`src/dprwm_params.svh`:
```
// Constants for the dual-port RAM with write modes
`ifndef DPRWM_PARAMS_SVH
`define DPRWM_PARAMS_SVH

// Register byte offsets on the Wishbone slave
`define DPRWM_OFS_CTRL 4'h0
`define DPRWM_OFS_STATUS 4'h4
`define DPRWM_OFS_INFO 4'h8

// Control register fields
`define DPRWM_CTRL_MODE_A_LSB 0
`define DPRWM_CTRL_MODE_B_LSB 2

// Status register fields
`define DPRWM_STS_WW_BIT 0
`define DPRWM_STS_WR_BIT 1
`define DPRWM_STS_RANGE_BIT 2

// Reset values
`define DPRWM_CTRL_RST 4'h0
`define DPRWM_STS_RST 3'h0

// Read latency of each port in cycles
`define DPRWM_LATENCY 1

`endif

```
`src/dprwm_pkg.sv`:
```
// Types for the dual-port RAM with write modes
package dprwm_pkg;

  typedef enum logic [1:0] {
    DPRWM_RAW,
    DPRWM_RBW,
    DPRWM_NRW
  } dprwm_wmode_t;

  typedef enum logic [1:0] {
    DPRWM_DIST,
    DPRWM_BLOCK,
    DPRWM_LARGE
  } dprwm_kind_t;

endpackage

```
`src/dprwm_ram.sv`:
```
// Dual-port RAM with per-port write modes and a Wishbone control slave
//
// The implementer's own choices: the address map and the Wishbone interface to the registers.
`timescale 1ns/100ps
`include "dprwm_params.svh"

module dprwm_ram #(
  parameter dprwm_pkg::dprwm_kind_t MEM_KIND = dprwm_pkg::DPRWM_BLOCK,
  parameter int                     DEPTH_A  = 16,
  parameter int                     WIDTH_A  = 8,
  parameter int                     WIDTH_B  = 16,
  parameter int                     LATENCY  = `DPRWM_LATENCY,
  parameter bit                     HAS_EN_A = 1'b1,
  parameter bit                     HAS_EN_B = 1'b1,
  parameter bit                     HAS_RST_A = 1'b1,
  parameter bit                     HAS_RST_B = 1'b1,
  parameter int                     INIT_LEN = 1,
  parameter logic [INIT_LEN-1:0][31:0] INIT_VEC = '0,
  parameter int                     INIT_OUT_A = 0,
  parameter int                     INIT_OUT_B = 0,
  // Port B geometry follows from port A and the width ratio
  // derived depth
  localparam int                    FF       = WIDTH_B / WIDTH_A,
  localparam int                    DEPTH_B  = DEPTH_A / FF,
  localparam int                    AW_A     = $clog2(DEPTH_A),
  localparam int                    AW_B     = (DEPTH_B > 1) ? $clog2(DEPTH_B) : 1
) (
  input  wire logic               SYS_CLK,
  input  wire logic               SYS_RST,
  input  wire logic               A_EN,
  input  wire logic               A_RST,
  input  wire logic [AW_A-1:0]    A_ADDR,
  input  wire logic               A_WE,
  input  wire logic [WIDTH_A-1:0] A_WDATA,
  output wire logic [WIDTH_A-1:0] A_RDATA,
  output wire logic               A_INVALID,
  input  wire logic               B_EN,
  input  wire logic               B_RST,
  input  wire logic [AW_B-1:0]    B_ADDR,
  input  wire logic               B_WE,
  input  wire logic [WIDTH_B-1:0] B_WDATA,
  output wire logic [WIDTH_B-1:0] B_RDATA,
  output wire logic               B_INVALID,
  input  wire logic               WB_CYC,
  input  wire logic               WB_STB,
  input  wire logic               WB_WE,
  input  wire logic [3:0]         WB_ADR,
  input  wire logic [3:0]         WB_SEL,
  input  wire logic [31:0]        WB_DAT_I,
  output wire logic [31:0]        WB_DAT_O,
  output wire logic               WB_ACK
);
  import dprwm_pkg::*;

  // Refuse geometries the datapath cannot serve
  if (WIDTH_A < 1 || WIDTH_A > 31 || WIDTH_B < 1 || WIDTH_B > 31) begin : g_chk_w
    $error("Port widths must lie in 1..31");
  end
  if (WIDTH_B % WIDTH_A != 0 || DEPTH_A < 2 || DEPTH_A % FF != 0) begin : g_chk_ff
    $error("Port B width must be a whole multiple of port A width");
  end
  // reset port needs a registered output
  // enable port needs a registered output
  if (LATENCY != 1) begin : g_chk_lat
    $error("Only a read latency of one cycle is built");
  end
  if (INIT_LEN < 1) begin : g_chk_init
    $error("INIT_LEN must be at least one");
  end

  typedef logic [DEPTH_A-1:0][WIDTH_A-1:0] dprwm_mem_t;

  typedef struct packed {
    dprwm_mem_t         mem;
    logic [WIDTH_A-1:0] qa;
    logic [WIDTH_B-1:0] qb;
    logic               inva;
    logic               invb;
    dprwm_wmode_t       mode_a;
    dprwm_wmode_t       mode_b;
    logic [2:0]         sts;
    logic               ack;
    logic [31:0]        rdat;
  } dprwm_state_t;

  // Clamp an integer to the unsigned range of a port word
  function automatic logic [31:0] dprwm_sat(input int v, input int w);
    logic [31:0] top;
    top = (32'h1 << w) - 32'h1;
    if (v < 0) begin
      return 32'h0;
    end
    if (32'(v) > top) begin
      return top;
    end
    return 32'(v);
  endfunction

  function automatic dprwm_mem_t dprwm_init_mem();
    logic [31:0] s;
    dprwm_init_mem = '0;
    for (int i = 0; i < DEPTH_A; i++) begin
      if (MEM_KIND != DPRWM_LARGE && i < INIT_LEN) begin
        s = dprwm_sat($signed(INIT_VEC[i]), WIDTH_A);
        dprwm_init_mem[i] = s[WIDTH_A-1:0];
      end
    end
  endfunction

  // Assemble a port B word from consecutive port A words
  function automatic logic [WIDTH_B-1:0] dprwm_rd_b(input dprwm_mem_t m,
                                                    input logic [AW_B-1:0] a);
    dprwm_rd_b = '0;
    for (int k = 0; k < FF; k++) begin
      dprwm_rd_b[k*WIDTH_A +: WIDTH_A] = m[int'(a) * FF + k];
    end
  endfunction

  // modes apply to block memory only
  function automatic dprwm_wmode_t dprwm_eff(input dprwm_wmode_t m);
    if (MEM_KIND == DPRWM_BLOCK) begin
      return m;
    end
    return DPRWM_RBW;
  endfunction

  // Code 3 is not a mode; it falls back to read after write
  function automatic dprwm_wmode_t dprwm_legal(input logic [1:0] c);
    if (c == 2'h1) begin
      return DPRWM_RBW;
    end
    if (c == 2'h2) begin
      return DPRWM_NRW;
    end
    return DPRWM_RAW;
  endfunction

  localparam logic [31:0] OUT_A_INIT = dprwm_sat(INIT_OUT_A, WIDTH_A);
  localparam logic [31:0] OUT_B_INIT = dprwm_sat(INIT_OUT_B, WIDTH_B);

  localparam dprwm_state_t RST_STATE = '{
    mem:    dprwm_init_mem(),
    qa:     OUT_A_INIT[WIDTH_A-1:0],
    qb:     OUT_B_INIT[WIDTH_B-1:0],
    inva:   1'b0,
    invb:   1'b0,
    mode_a: dprwm_legal(2'(`DPRWM_CTRL_RST >> `DPRWM_CTRL_MODE_A_LSB)),
    mode_b: dprwm_legal(2'(`DPRWM_CTRL_RST >> `DPRWM_CTRL_MODE_B_LSB)),
    sts:    `DPRWM_STS_RST,
    ack:    1'b0,
    rdat:   32'h0
  };

  dprwm_state_t       st_q;
  dprwm_state_t       st_d;
  logic               en_a;
  logic               en_b;
  logic               a_ok;
  logic               b_ok;
  logic               same;
  logic               wr_a;
  logic               wr_b;
  logic               ww;
  logic               a_bad_wr;
  logic               b_bad_wr;
  dprwm_wmode_t       eff_a;
  dprwm_wmode_t       eff_b;
  logic [WIDTH_A-1:0] rd_a_word;
  logic [WIDTH_B-1:0] rd_b_word;
  logic               wb_req;
  logic [2:0]         sts_set;
  logic [2:0]         sts_clr;

  assign en_a = !HAS_EN_A || A_EN;
  assign en_b = !HAS_EN_B || B_EN;
  assign a_ok = int'(A_ADDR) < DEPTH_A;
  assign b_ok = int'(B_ADDR) < DEPTH_B;
  // Port B cell covers FF port A words
  assign same = a_ok && b_ok && ((int'(A_ADDR) / FF) == int'(B_ADDR));
  assign eff_a = dprwm_eff(st_q.mode_a);
  assign eff_b = dprwm_eff(st_q.mode_b);
  assign wr_a = en_a && A_WE && a_ok;
  // port B is read-only when distributed
  assign wr_b = en_b && B_WE && b_ok && (MEM_KIND != DPRWM_DIST);
  assign ww = wr_a && wr_b && same;
  // reader is spoiled unless writer reads first
  assign a_bad_wr = en_a && !wr_a && wr_b && same && (eff_b != DPRWM_RBW);
  assign b_bad_wr = en_b && !wr_b && wr_a && same && (eff_a != DPRWM_RBW);
  // plain reads of the stored contents
  assign rd_a_word = a_ok ? st_q.mem[A_ADDR] : '0;
  assign rd_b_word = b_ok ? dprwm_rd_b(st_q.mem, B_ADDR) : '0;
  assign wb_req = WB_CYC && WB_STB && !st_q.ack;
  assign sts_set = {(en_a && !a_ok) || (en_b && !b_ok), a_bad_wr || b_bad_wr, ww};
  assign sts_clr = (wb_req && WB_WE && WB_SEL[0] && WB_ADR == `DPRWM_OFS_STATUS)
                   ? WB_DAT_I[2:0] : 3'h0;

  always_comb begin
    st_d = st_q;
    // a concurrent read never blocks the store
    if (wr_a) begin
      st_d.mem[A_ADDR] = A_WDATA;
    end
    // Same-cell double write leaves port B's data; outputs are flagged anyway
    if (wr_b) begin
      for (int k = 0; k < FF; k++) begin
        st_d.mem[int'(B_ADDR) * FF + k] = B_WDATA[k*WIDTH_A +: WIDTH_A];
      end
    end
    // one-cycle registered read on port A
    if (en_a) begin
      st_d.inva = ww || a_bad_wr;
      if (wr_a) begin
        unique case (eff_a)
          DPRWM_RAW: st_d.qa = A_WDATA;
          DPRWM_RBW: st_d.qa = rd_a_word;
          DPRWM_NRW: st_d.qa = st_q.qa;
        endcase
      end else begin
        // old contents beside a read-first writer
        st_d.qa = rd_a_word;
      end
    end
    // one-cycle registered read on port B
    if (en_b) begin
      st_d.invb = ww || b_bad_wr;
      if (wr_b) begin
        unique case (eff_b)
          DPRWM_RAW: st_d.qb = B_WDATA;
          DPRWM_RBW: st_d.qb = rd_b_word;
          DPRWM_NRW: st_d.qb = st_q.qb;
        endcase
      end else begin
        st_d.qb = rd_b_word;
      end
    end
    if (HAS_RST_A && A_RST) begin
      st_d.qa = OUT_A_INIT[WIDTH_A-1:0];
      st_d.inva = 1'b0;
    end
    if (HAS_RST_B && B_RST) begin
      st_d.qb = OUT_B_INIT[WIDTH_B-1:0];
      st_d.invb = 1'b0;
    end
    // Sticky events; a new event outranks a clear in the same cycle
    st_d.sts = (st_q.sts & ~sts_clr) | sts_set;
    // Classic Wishbone: ack one cycle after the strobe, low the next
    st_d.ack = wb_req;
    if (wb_req) begin
      unique case (WB_ADR)
        `DPRWM_OFS_CTRL: st_d.rdat = {28'h0, st_q.mode_b, st_q.mode_a};
        `DPRWM_OFS_STATUS: st_d.rdat = {29'h0, st_q.sts};
        `DPRWM_OFS_INFO: st_d.rdat = 32'(DEPTH_A);
        default: st_d.rdat = 32'h0;
      endcase
      // both ports' modes are set by the same write, each from its own field
      if (WB_WE && WB_SEL[0] && WB_ADR == `DPRWM_OFS_CTRL) begin
        st_d.mode_a = dprwm_legal(WB_DAT_I[`DPRWM_CTRL_MODE_A_LSB +: 2]);
        st_d.mode_b = dprwm_legal(WB_DAT_I[`DPRWM_CTRL_MODE_B_LSB +: 2]);
      end
    end
  end

  // device reset reloads contents and outputs
  always_ff @(posedge SYS_CLK) begin
    if (SYS_RST) begin
      st_q <= RST_STATE;
    end else begin
      st_q <= st_d;
    end
  end

  // invalid flags ride with the data
  assign A_RDATA   = st_q.qa;
  assign A_INVALID = st_q.inva;
  assign B_RDATA   = st_q.qb;
  assign B_INVALID = st_q.invb;
  assign WB_DAT_O  = st_q.rdat;
  assign WB_ACK    = st_q.ack;
endmodule

```
`config.mk`:
```
export PLATFORM = sky130hd
export DESIGN_NAME = dprwm_ram
export DESIGN_NICKNAME = d
export VERILOG_FILES = /design/src/dprwm_pkg.sv /design/src/dprwm_ram.sv
export VERILOG_INCLUDE_DIRS = /design/src
export SDC_FILE = /design/constraint.sdc
export NUM_CORES = 1
export LEC_CHECK = 0
export ABC_CLOCK_PERIOD_IN_PS = 2700
export BUFFER_PORTS_ARGS = -buffer_cell sky130_fd_sc_hd__buf_2
export CAP_MARGIN = 25
export CORE_ASPECT_RATIO = 0.9
export CORE_MARGIN = 2
export CORE_UTILIZATION = 45
export DETAILED_ROUTE_END_ITERATION = 8
export PLACE_DENSITY = 0.68
export SETUP_SLACK_MARGIN = 0.15
export SLEW_MARGIN = 20
export SYNTH_ARGS = -nofsm -noshare
export SYNTH_HDL_FRONTEND = slang
export SYNTH_SLANG_ARGS = --single-unit
```
`constraint.sdc`:
```
create_clock -name SYS_CLK -period 2.7 [get_ports SYS_CLK]
set_input_delay 0.81 -clock SYS_CLK [delete_from_list [all_inputs] [get_ports SYS_CLK]]
set_output_delay 0.81 -clock SYS_CLK [all_outputs]
set_load 0.01 [all_outputs]
```
==> results of run 1 <==
==> metal layers <==
metal,vias up,global-route usage,share of wire
li1,4509,-,-
met1,4878,0.4385,0.42
met2,655,0.4492,0.42
met3,85,0.1007,0.13
met4,4,0.1215,0.037
met5,-,0,0.00063
==> sequential cells by signal (all words and copies together), names as in the netlist <==
signal / flops
A_INVALID: 1
B_INVALID: 1
A_RDATA: 8
eff_b: 2
st_q: 131
eff_a: 2
WB_ACK: 1
B_RDATA: 16
WB_DAT_O: 5
==> layout by cell type (no fill, tap or decap), drive strengths merged, types with 4 or more instances in the layout <==
| cell type | instances |
|---|---|
| a211o | 8 |
| o221ai | 13 |
| a21oi | 28 |
| or3 | 4 |
| a22oi | 12 |
| nand3b | 4 |
| o21ai | 77 |
| nor2 | 198 |
| buf | 151 |
| clkbuf | 17 |
| nand2b | 9 |
| nor4 | 17 |
| nand2 | 84 |
| o22ai | 16 |
| nor2b | 8 |
| clkinv | 4 |
| nand3 | 9 |
| mux2 | 16 |
| a311oi | 73 |
| conb | 27 |
| dfxtp | 167 |
| mux2i | 124 |
| inv | 29 |
| a31oi | 8 |
| a211oi | 70 |
| nor3 | 23 |
| a221o | 13 |
| mux4 | 19 |
==> kinds of logic after synthesis <==
family | count (synthesis) | synth area share
simple gates | 378 | 0.1656
compound gates | 323 | 0.2214
buf+inv | 224 | 0.1074
flops | 167 | 0.3236
mux | 159 | 0.1790
xor+xnor | 3 | 0.002544
other cells | 1 | 0.0003630
==> worst register-to-register path, stage by stage, from the launching register on <==
cell and delay, ps:
dfxtp_1 430, nor2b_1 260, o211ai_1 110, buf_4 220
a211oi_1 460, nor4_1 110
==> per-stage QoR <==
| stage | total power [mW] | hold WS, ps |
|---|---|---|
| floorplan | 3.174 | 451.5 |
| global placement | 3.410 | 453.8 |
| detailed placement | 3.422 | 459.8 |
| CTS | 5.874 | 470.5 |
| global route | 6.049 | 491.3 |
| finish | 5.891 | 473.5 |
==> area by class of cell <==
class	count	area, um^2
Fill cell	2173	11140
Multi-Input combinational cell	890	5974
Sequential cell	167	3343
Timing Repair Buffer	151	1010
Clock buffer	17	425.4
Tap cell	297	371.6
Clock inverter	15	162.7
Inverter	22	82.58
==> cells in the mapped netlist, types with 3 or more instances <==
library cell	number	area [um^2]
nor2_1	198	743.2
dfxtp_1	167	3343
mux2i_1	124	1241
clkbuf_1	96	360.4
nand2_1	82	307.8
o21ai_0	75	375.4
a311oi_1	73	639.4
a211oi_1	70	525.5
buf_4	63	473.0
a21oi_1	28	140.1
buf_1	22	82.58
inv_1	22	82.58
nor3_1	22	110.1
buf_2	20	100.1
mux4_2	19	427.9
mux2_2	16	180.2
o22ai_1	16	100.1
nor4_1	15	93.84
a221o_1	13	130.1
o221ai_1	13	113.9
a22oi_1	12	90.09
nand2b_1	9	56.30
nand3_1	9	45.04
a211o_1	8	70.07
a31oi_1	8	50.05
nor2b_1	8	50.05
nand3b_1	4	30.03
or3_1	4	25.02
and2_1	3	18.77
nor3b_1	3	22.52
or4_1	3	22.52
xor2_1	3	26.28
==> where the power goes <==
group	leakage (nW)	internal, mW	switching (mW)
clock network	0.281	1.31	1.18
logic	2.77	0.275	0.532
registers	1.35	2.53	0.0633
==> path summary, 6_finish.rpt <==
kind              depth (start not counted)  slack [ps]         end
setup / recovery                          8         500  B_RDATA[2]
hold / removal                            2         470   B_INVALID
hold reg to reg                           2         470   B_INVALID
setup reg to reg                          5         990  B_RDATA[3]
==> results.yml, run 1 <==
flow_run:
  drv_cap: 0
route:
  drc: 0
  ant_nets: 0
  drt_pre_antenna_iters: 7
  viasPerCell: 6.498
  drt_iter0_drc: 1324
  num_vias: 10130
  wirelength_mm: 38.02
  wire_per_inst_um: 24.39
clocking:
  cts_buffers: 17
  cts-hold-fix-buffers: 0
  cts_sinks: 167
  clk_pin_slew_worst_paths_ps: 70
  cts_resized: 0
  htree_levels: 4
  cts_tree: "yes"
  cts_root_buf: "clkbuf_16"
  clock_path_buffers: 2
  clock_latency_ps: 440
  post_cts_buffers: 0
placement:
  preCtsSetupSlack_ps: 129.7
  placed_area_um2: 10780
  place_inst: 1527
  numPortBuffers: 82
  dp_hpwl_mm: 26.79
  gp_congestion: 0.9852
logic_synthesis:
  synthesis.area_um2: 10330
  synth.distinct_cells: 51
  async_flop_share: 0
  yosysWarnings: 0
  yosys_register_bits: 167
  syn_area_per_cell_um2: 8.231
  synthCells: 1255
  synth_ff_type: "dfxtp_1"
  synth_edf_count: 0
  yosysSeqAreaShare: 0.3236
layout:
  fin_util: 0.5051
  drive_gt1_frac: 0.1807
  diodes: 0
  area_delta_synth_final_pct: 10.07
  fin_cells: 1559
  final_net_count: 1331
  fin_area_um2: 11370
sta:
  skew_ps: 7.195
  hold_viol_final: 0
  setup_viol: 0
  fin_ws_ps: 500.8
  setup_tns_ps: 0
  relSlewSlack: 0.5061
  worst_pin_slew_ps: 740.9
  timing.fmax_mhz: 454.7
  rsz0062_at_grt: "false"
  fin_crit_ps: 2199
  slew_violations: 0
  min_period_over_period: 0.8145
floorplanning:
  fp-row-count: 52
  die-area_um2: 24190
  die_y_um: 147.7
  boundaryPins: 141
  coreArea_um2: 22510
  die_w_um: 163.7
  initial_core_util: 0.4589
worst_setup_path:
  cpMostUsedCell: "buf_12"
  worst_ep_arrival_time_ps: 2550
  slowest_delay_ps: 360
  end_kind: "flip-flop"
  cp_num_buf_inv: 4
  critical_path.max_fanout: 30
  crit_path_start_kind: "primary input"
  r2r-start: "eff_b[0]"
  critPathRequiredTime_ps: 3050
  crit_family: "buffers and inverters"
  crit_chain: "buf_2, buf_12, nand2b_1, buf_12, o221ai_1, a211oi_1, buf_4, nor4_1"
  startpoint: "B_ADDR[2]"
  slowest_stage: "o221ai_1"
  criticalPathCategory: "in2reg"
global_route:
  grt_pass1_vias: 9597
  grt_usage: 0.3141
  grt_max_degree: 129
  grt_first_pass_wirelength_mm: 57.37
  antenna_found_initial: 2
  grt_overflow: 0
hold_path:
  hold_start: "B_INVALID"
  hold_class: "reg2reg"
pwr:
  leakagePower_nw: 4.406
  p_per_area_nw_per_um2: 518.1
  ir_drop_mv: 0.4230
run_status:
  status: "complete, no violations"
No activity file was read; power rests on OpenSTA's default activity.
==> run 2: changes to the inputs <==
--- a/config.mk
+++ b/config.mk
@@ -6,7 +6,7 @@
 export SDC_FILE = /design/constraint.sdc
 export NUM_CORES = 1
 export LEC_CHECK = 0
-export ABC_CLOCK_PERIOD_IN_PS = 2700
+export ABC_CLOCK_PERIOD_IN_PS = 2300
 export BUFFER_PORTS_ARGS = -buffer_cell sky130_fd_sc_hd__buf_2
 export CAP_MARGIN = 25
 export CORE_ASPECT_RATIO = 0.9
==> constraint.sdc (replaced) <==
create_clock -name SYS_CLK -period 2.3 [get_ports SYS_CLK]
set_input_delay 0.69 -clock SYS_CLK [delete_from_list [all_inputs] [get_ports SYS_CLK]]
set_output_delay 0.69 -clock SYS_CLK [all_outputs]
set_load 0.01 [all_outputs]
==> results.yml, run 2 (synthesis gave the netlist of run 1 again) <==
run_status:
  status: "complete, no violations"
placement:
  placed_area_um2: 11280
  gp_congestion: 1.019
  dp_hpwl_mm: 27.54
  numPortBuffers: 82
route:
  wire_per_inst_um: 23.85
  viasPerCell: 6.374
  ant_nets: 0
  drt_pre_antenna_iters: 6
  num_vias: 10220
  wirelength_mm: 38.24
  drc: 0
  drt_iter0_drc: 1353
layout:
  layout_common_cells: "198 x nor2_1, 167 x dfxtp_1, 124 x mux2i_1, 94 x buf_4, 82 x nand2_1"
  fin_area_um2: 11900
  largest_reg_flops: 131
  area_delta_synth_final_pct: 15.23
  drive_gt1_frac: 0.2075
  top_register: "st_q"
  layout.area.seq_um2: 3343
  fill_cells: 2110
  fin_util: 0.5287
  final_net_count: 1375
  multiInputGateArea_um2: 5974
  layout_commonest_cell: "nor2_1"
  diodes: 0
pwr:
  p_per_area_nw_per_um2: 599.3
  seq_power_share: 0.427
  power_frac_comb: 0.140
  swShare: 0.2868
  ir_drop_mv: 0.5063
  p_clk_frac: 0.433
  leakagePower_nw: 4.710
  internal_power_mw: 5.087
  power.total_mw: 7.133
  p_switching_mw: 2.046
floorplanning:
  boundaryPins: 141
  die_w_um: 163.7
  fp-row-count: 52
  coreArea_um2: 22510
  die-area_um2: 24190
  initial_core_util: 0.4589
  die_y_um: 147.7
worst_setup_path:
  critPathRequiredTime_ps: 2610
  worst_ep_arrival_time_ps: 2250
  end_kind: "flip-flop"
  critical_path.max_fanout: 20
  criticalPathCategory: "in2reg"
  crit_path_start_kind: "primary input"
  reg2regPathDepth: 6
hold_path:
  hold_class: "reg2reg"
  hold_path_depth: 1
global_route:
  grt_max_degree: 129
  grt_usage: 0.3172
  grt_first_pass_wirelength_mm: 57.70
  grt_pass1_vias: 9376
  antenna_found_initial: 0
  grt_overflow: 0
sta:
  rsz0062_at_grt: "false"
  setup_viol: 0
  min_period_over_period: 0.8440
  hold_ws_ps: 473.3
  relSlewSlack: 0.5845
  worst_pin_slew_ps: 623.3
  skew_ps: 7.768
  hold_viol_final: 0
  timing.fmax_mhz: 515.2
  fin_crit_ps: 1941
  slew_violations: 0
clocking:
  post_cts_buffers: 0
  htree_levels: 4
  clk_pin_slew_worst_paths_ps: 70
  cts_sinks: 167
  cts_resized: 0
  clock_path_buffers: 2
  cts_buffers: 17
  cts_root_buf: "clkbuf_16"
  clock_latency_ps: 430
  cts-hold-fix-buffers: 0
  cts_tree: "yes"
flow_run:
  drv_cap: 0
run 2: worst max-delay path, cell delays in order:
cell,delay [ps]
buf_2,100
buf_12,180
mux2_2,350
a221o_1,300
a211oi_1,360
buf_4,200
nor4_1,50
run 2: path summary, 6_finish.rpt:
check	from	end	slack [ps]
worst max register to register	eff_b[0]	B_RDATA[6]	560
worst min register to register	st_q[35]	st_q[35]	470
worst max-delay path	B_ADDR[2]	B_RDATA[6]	360
worst min-delay path	st_q[35]	st_q[35]	470
run 2: cell type report:
cell class	instances	share of cell area
inverter	22	0.006938
sequential	167	0.2809
timing repair buffer	195	0.1270
multi-input combinational	890	0.5019
tap	297	0.03122
clock buffer	18	0.03606
clock inverter	14	0.01598
run 2: power by group through the flow:
| stage | logic (mW) | registers, mW | clock network [mW] |
|---|---|---|---|
| 3_5_place_dp | 0.969 | 3.11 | 0 |
| 4_1_cts | 0.976 | 3.04 | 3.10 |
| 6_report | 0.999 | 3.05 | 3.09 |
| 3_3_place_gp | 0.958 | 3.11 | 0 |
| 2_1_floorplan | 0.653 | 3.07 | 0 |
| 5_1_grt | 1.06 | 3.05 | 3.22 |
run 2: routing by layer:
metal,up-vias,track usage,part of all wire
li1,4584,-,-
met1,4858,0.4470,0.41
met2,689,0.4548,0.42
met3,86,0.09147,0.13
met4,0,0.1254,0.038
met5,-,0,0
run 2: metrics by stage:
stage | instances | worst slack (ps) | setup TNS, ps
floorplan | 1281 | 247.3 | 0
global placement | 1571 | -29.76 | -29.76
detailed placement | 1571 | -17.06 | -118.0
CTS | 1603 | 415.1 | 0
global route | 1603 | 305.8 | 0
finish | 1603 | 358.9 | 0
==> run 3: changes to the inputs <==
--- a/config.mk
+++ b/config.mk
@@ -6,7 +6,7 @@
 export SDC_FILE = /design/constraint.sdc
 export NUM_CORES = 1
 export LEC_CHECK = 0
-export ABC_CLOCK_PERIOD_IN_PS = 2300
+export ABC_CLOCK_PERIOD_IN_PS = 1880
 export BUFFER_PORTS_ARGS = -buffer_cell sky130_fd_sc_hd__buf_2
 export CAP_MARGIN = 25
 export CORE_ASPECT_RATIO = 0.9
==> constraint.sdc (replaced) <==
create_clock -name SYS_CLK -period 1.88 [get_ports SYS_CLK]
set_input_delay 0.564 -clock SYS_CLK [delete_from_list [all_inputs] [get_ports SYS_CLK]]
set_output_delay 0.564 -clock SYS_CLK [all_outputs]
set_load 0.01 [all_outputs]
==> results.yml, run 3 (synthesis gave the netlist of run 1 again) <==
placement:
  dp_hpwl_mm: 29.17
  gp_congestion: 0.9834
  preCtsSetupSlack_ps: -352.3
  place_inst: 1627
  numPortBuffers: 82
clocking:
  clk_pin_slew_worst_paths_ps: 70
  cts_root_buf: "clkbuf_16"
  cts_buffers: 17
  htree_levels: 4
  clock_latency_ps: 440
  clock_path_buffers: 2
  cts_sinks: 167
  cts_tree: "yes"
  cts-hold-fix-buffers: 0
hold_path:
  hold_path_depth: 4
  hold_start: "B_RST"
  hold-path-endpoint: "B_RDATA[13]"
  hold_class: "in2reg"
sta:
  relSlewSlack: 0.6400
  slew_violations: 0
  fin_ws_ps: 171.7
  setup_viol: 0
  skew_ps: 12.20
  rsz0062_at_grt: "false"
  timing.fmax_mhz: 585.4
  fin_crit_ps: 1708
  min_period_over_period: 0.9087
  hold_viol_final: 0
  hold_ws_ps: 402.6
  worst_pin_slew_ps: 540.1
layout:
  layout_common_cells: "196 x nor2_1, 167 x dfxtp_1, 146 x buf_4, 124 x mux2i_1, 81 x nand2_1"
  drive_gt1_frac: 0.2639
  layout_commonest_cell: "nor2_1"
  final_net_count: 1433
  multiInputGateArea_um2: 6151
  diodes: 0
  fin_cells: 1661
  top_register: "st_q"
  largest_reg_flops: 131
  layout.area.seq_um2: 3343
  area_delta_synth_final_pct: 21.96
  fill_cells: 2013
pwr:
  leakagePower_nw: 5.058
  seq_power_share: 0.422
  p_clk_frac: 0.419
  internal_power_mw: 6.268
  p_switching_mw: 2.537
  ir_drop_mv: 0.4136
  power_frac_comb: 0.158
  p_per_area_nw_per_um2: 698.9
  swShare: 0.2881
route:
  drt_iter0_drc: 1697
  viasPerCell: 6.528
  num_vias: 10840
  wirelength_mm: 41.57
  drt_pre_antenna_iters: 6
  ant_nets: 0
  drc: 0
  wire_per_inst_um: 25.03
worst_setup_path:
  critical_path.max_fanout: 11
  cpMostUsedCell: "buf_4"
  r2r-start: "eff_b[0]"
  critPathRequiredTime_ps: 2190
  timing.rr.end: "B_RDATA[0]"
  crit_family: "compound AO/OA/AOI/OAI gates"
  criticalPathCategory: "in2reg"
  slowest_delay_ps: 330
  crit_chain: "buf_4, buf_4, mux2_2, a221o_1, a211oi_4, nor4_1"
  path_depth: 6
  cp_num_buf_inv: 2
  startpoint: "B_ADDR[2]"
  slowest_stage: "mux2_2"
  end_kind: "flip-flop"
  r2r_setup_slack_ps: 300
  worst_ep_arrival_time_ps: 2020
  reg2regPathDepth: 6
  crit_path_start_kind: "primary input"
global_route:
  grt_pass1_vias: 9553
  grt_overflow: 0
  grt_first_pass_wirelength_mm: 60.33
  antenna_found_initial: 0
  top_usage_layer: "met2"
  use_met3: 0.08446
  grt_usage: 0.3361
  met1_usage: 0.4755
  grt_max_degree: 101
  use_met2: 0.4922
flow_run:
  drv_cap: 0
floorplanning:
  initial_core_util: 0.4589
  fp-row-count: 52
  die_y_um: 147.7
  die-area_um2: 24190
  coreArea_um2: 22510
  die_w_um: 163.7
  boundaryPins: 141
run_status:
  status: "complete, no violations"
==> run 3: metal layers <==
| layer | up-vias | part of all wire |
|---|---|---|
| met5 | - | 0 |
| met4 | 0 | 0.037 |
| met3 | 123 | 0.14 |
| met2 | 822 | 0.42 |
| met1 | 5199 | 0.40 |
| li1 | 4699 | - |
==> run 3: per-stage QoR <==
stage          TNS [ps]  power, mW  cell area (um^2)    util
2_1_floorplan         0      4.615             10730       -
3_3_place_gp     -24420      5.097             11910  0.5290
3_5_place_dp     -28430      5.111             11910  0.5290
4_1_cts               0      8.726             12520  0.5560
5_1_grt               0      9.003             12600  0.5596
6_report              0      8.804             12600  0.5596
==> run 3: cell type report <==
| cell class | count | share of cell area |
|---|---|---|
| Multi-Input combinational cell | 890 | 0.4882 |
| Timing Repair Buffer | 253 | 0.1622 |
| Clock buffer | 20 | 0.03704 |
| Tap cell | 297 | 0.02950 |
| Sequential cell | 167 | 0.2654 |
| Inverter | 22 | 0.006555 |
| Clock inverter | 12 | 0.01112 |
==> run 3: tightest hold or removal path, stage by stage <==
cell and delay [ps]:
buf_2 90, nor2_1 40, o21ai_0 60, a21oi_1 40
==> run 3: worst max path at each step <==
stage | endpoint
after floorplan | st_q[34]
after global placement | B_RDATA[7]
after detailed placement | B_RDATA[7]
after CTS | A_RDATA[2]
after global routing | B_RDATA[7]
final | B_RDATA[5]
==> run 3: power by group through the flow <==
stage | Clock (mW) | Sequential (mW) | Combinational (mW)
after detailed placement | 0 | 3.79 | 1.32
after global routing | 3.84 | 3.72 | 1.44
after global placement | 0 | 3.79 | 1.31
final | 3.69 | 3.72 | 1.39
after floorplan | 0 | 3.76 | 0.855
after CTS | 3.69 | 3.71 | 1.33
==> run 3: repair_timing <==
item,4_1_cts,5_1_grt
pin swaps,0,2
resized for setup,1,11
buffers inserted,0,2
endpoints found under the hold margin,0,0
endpoints found under the setup margin,12,20
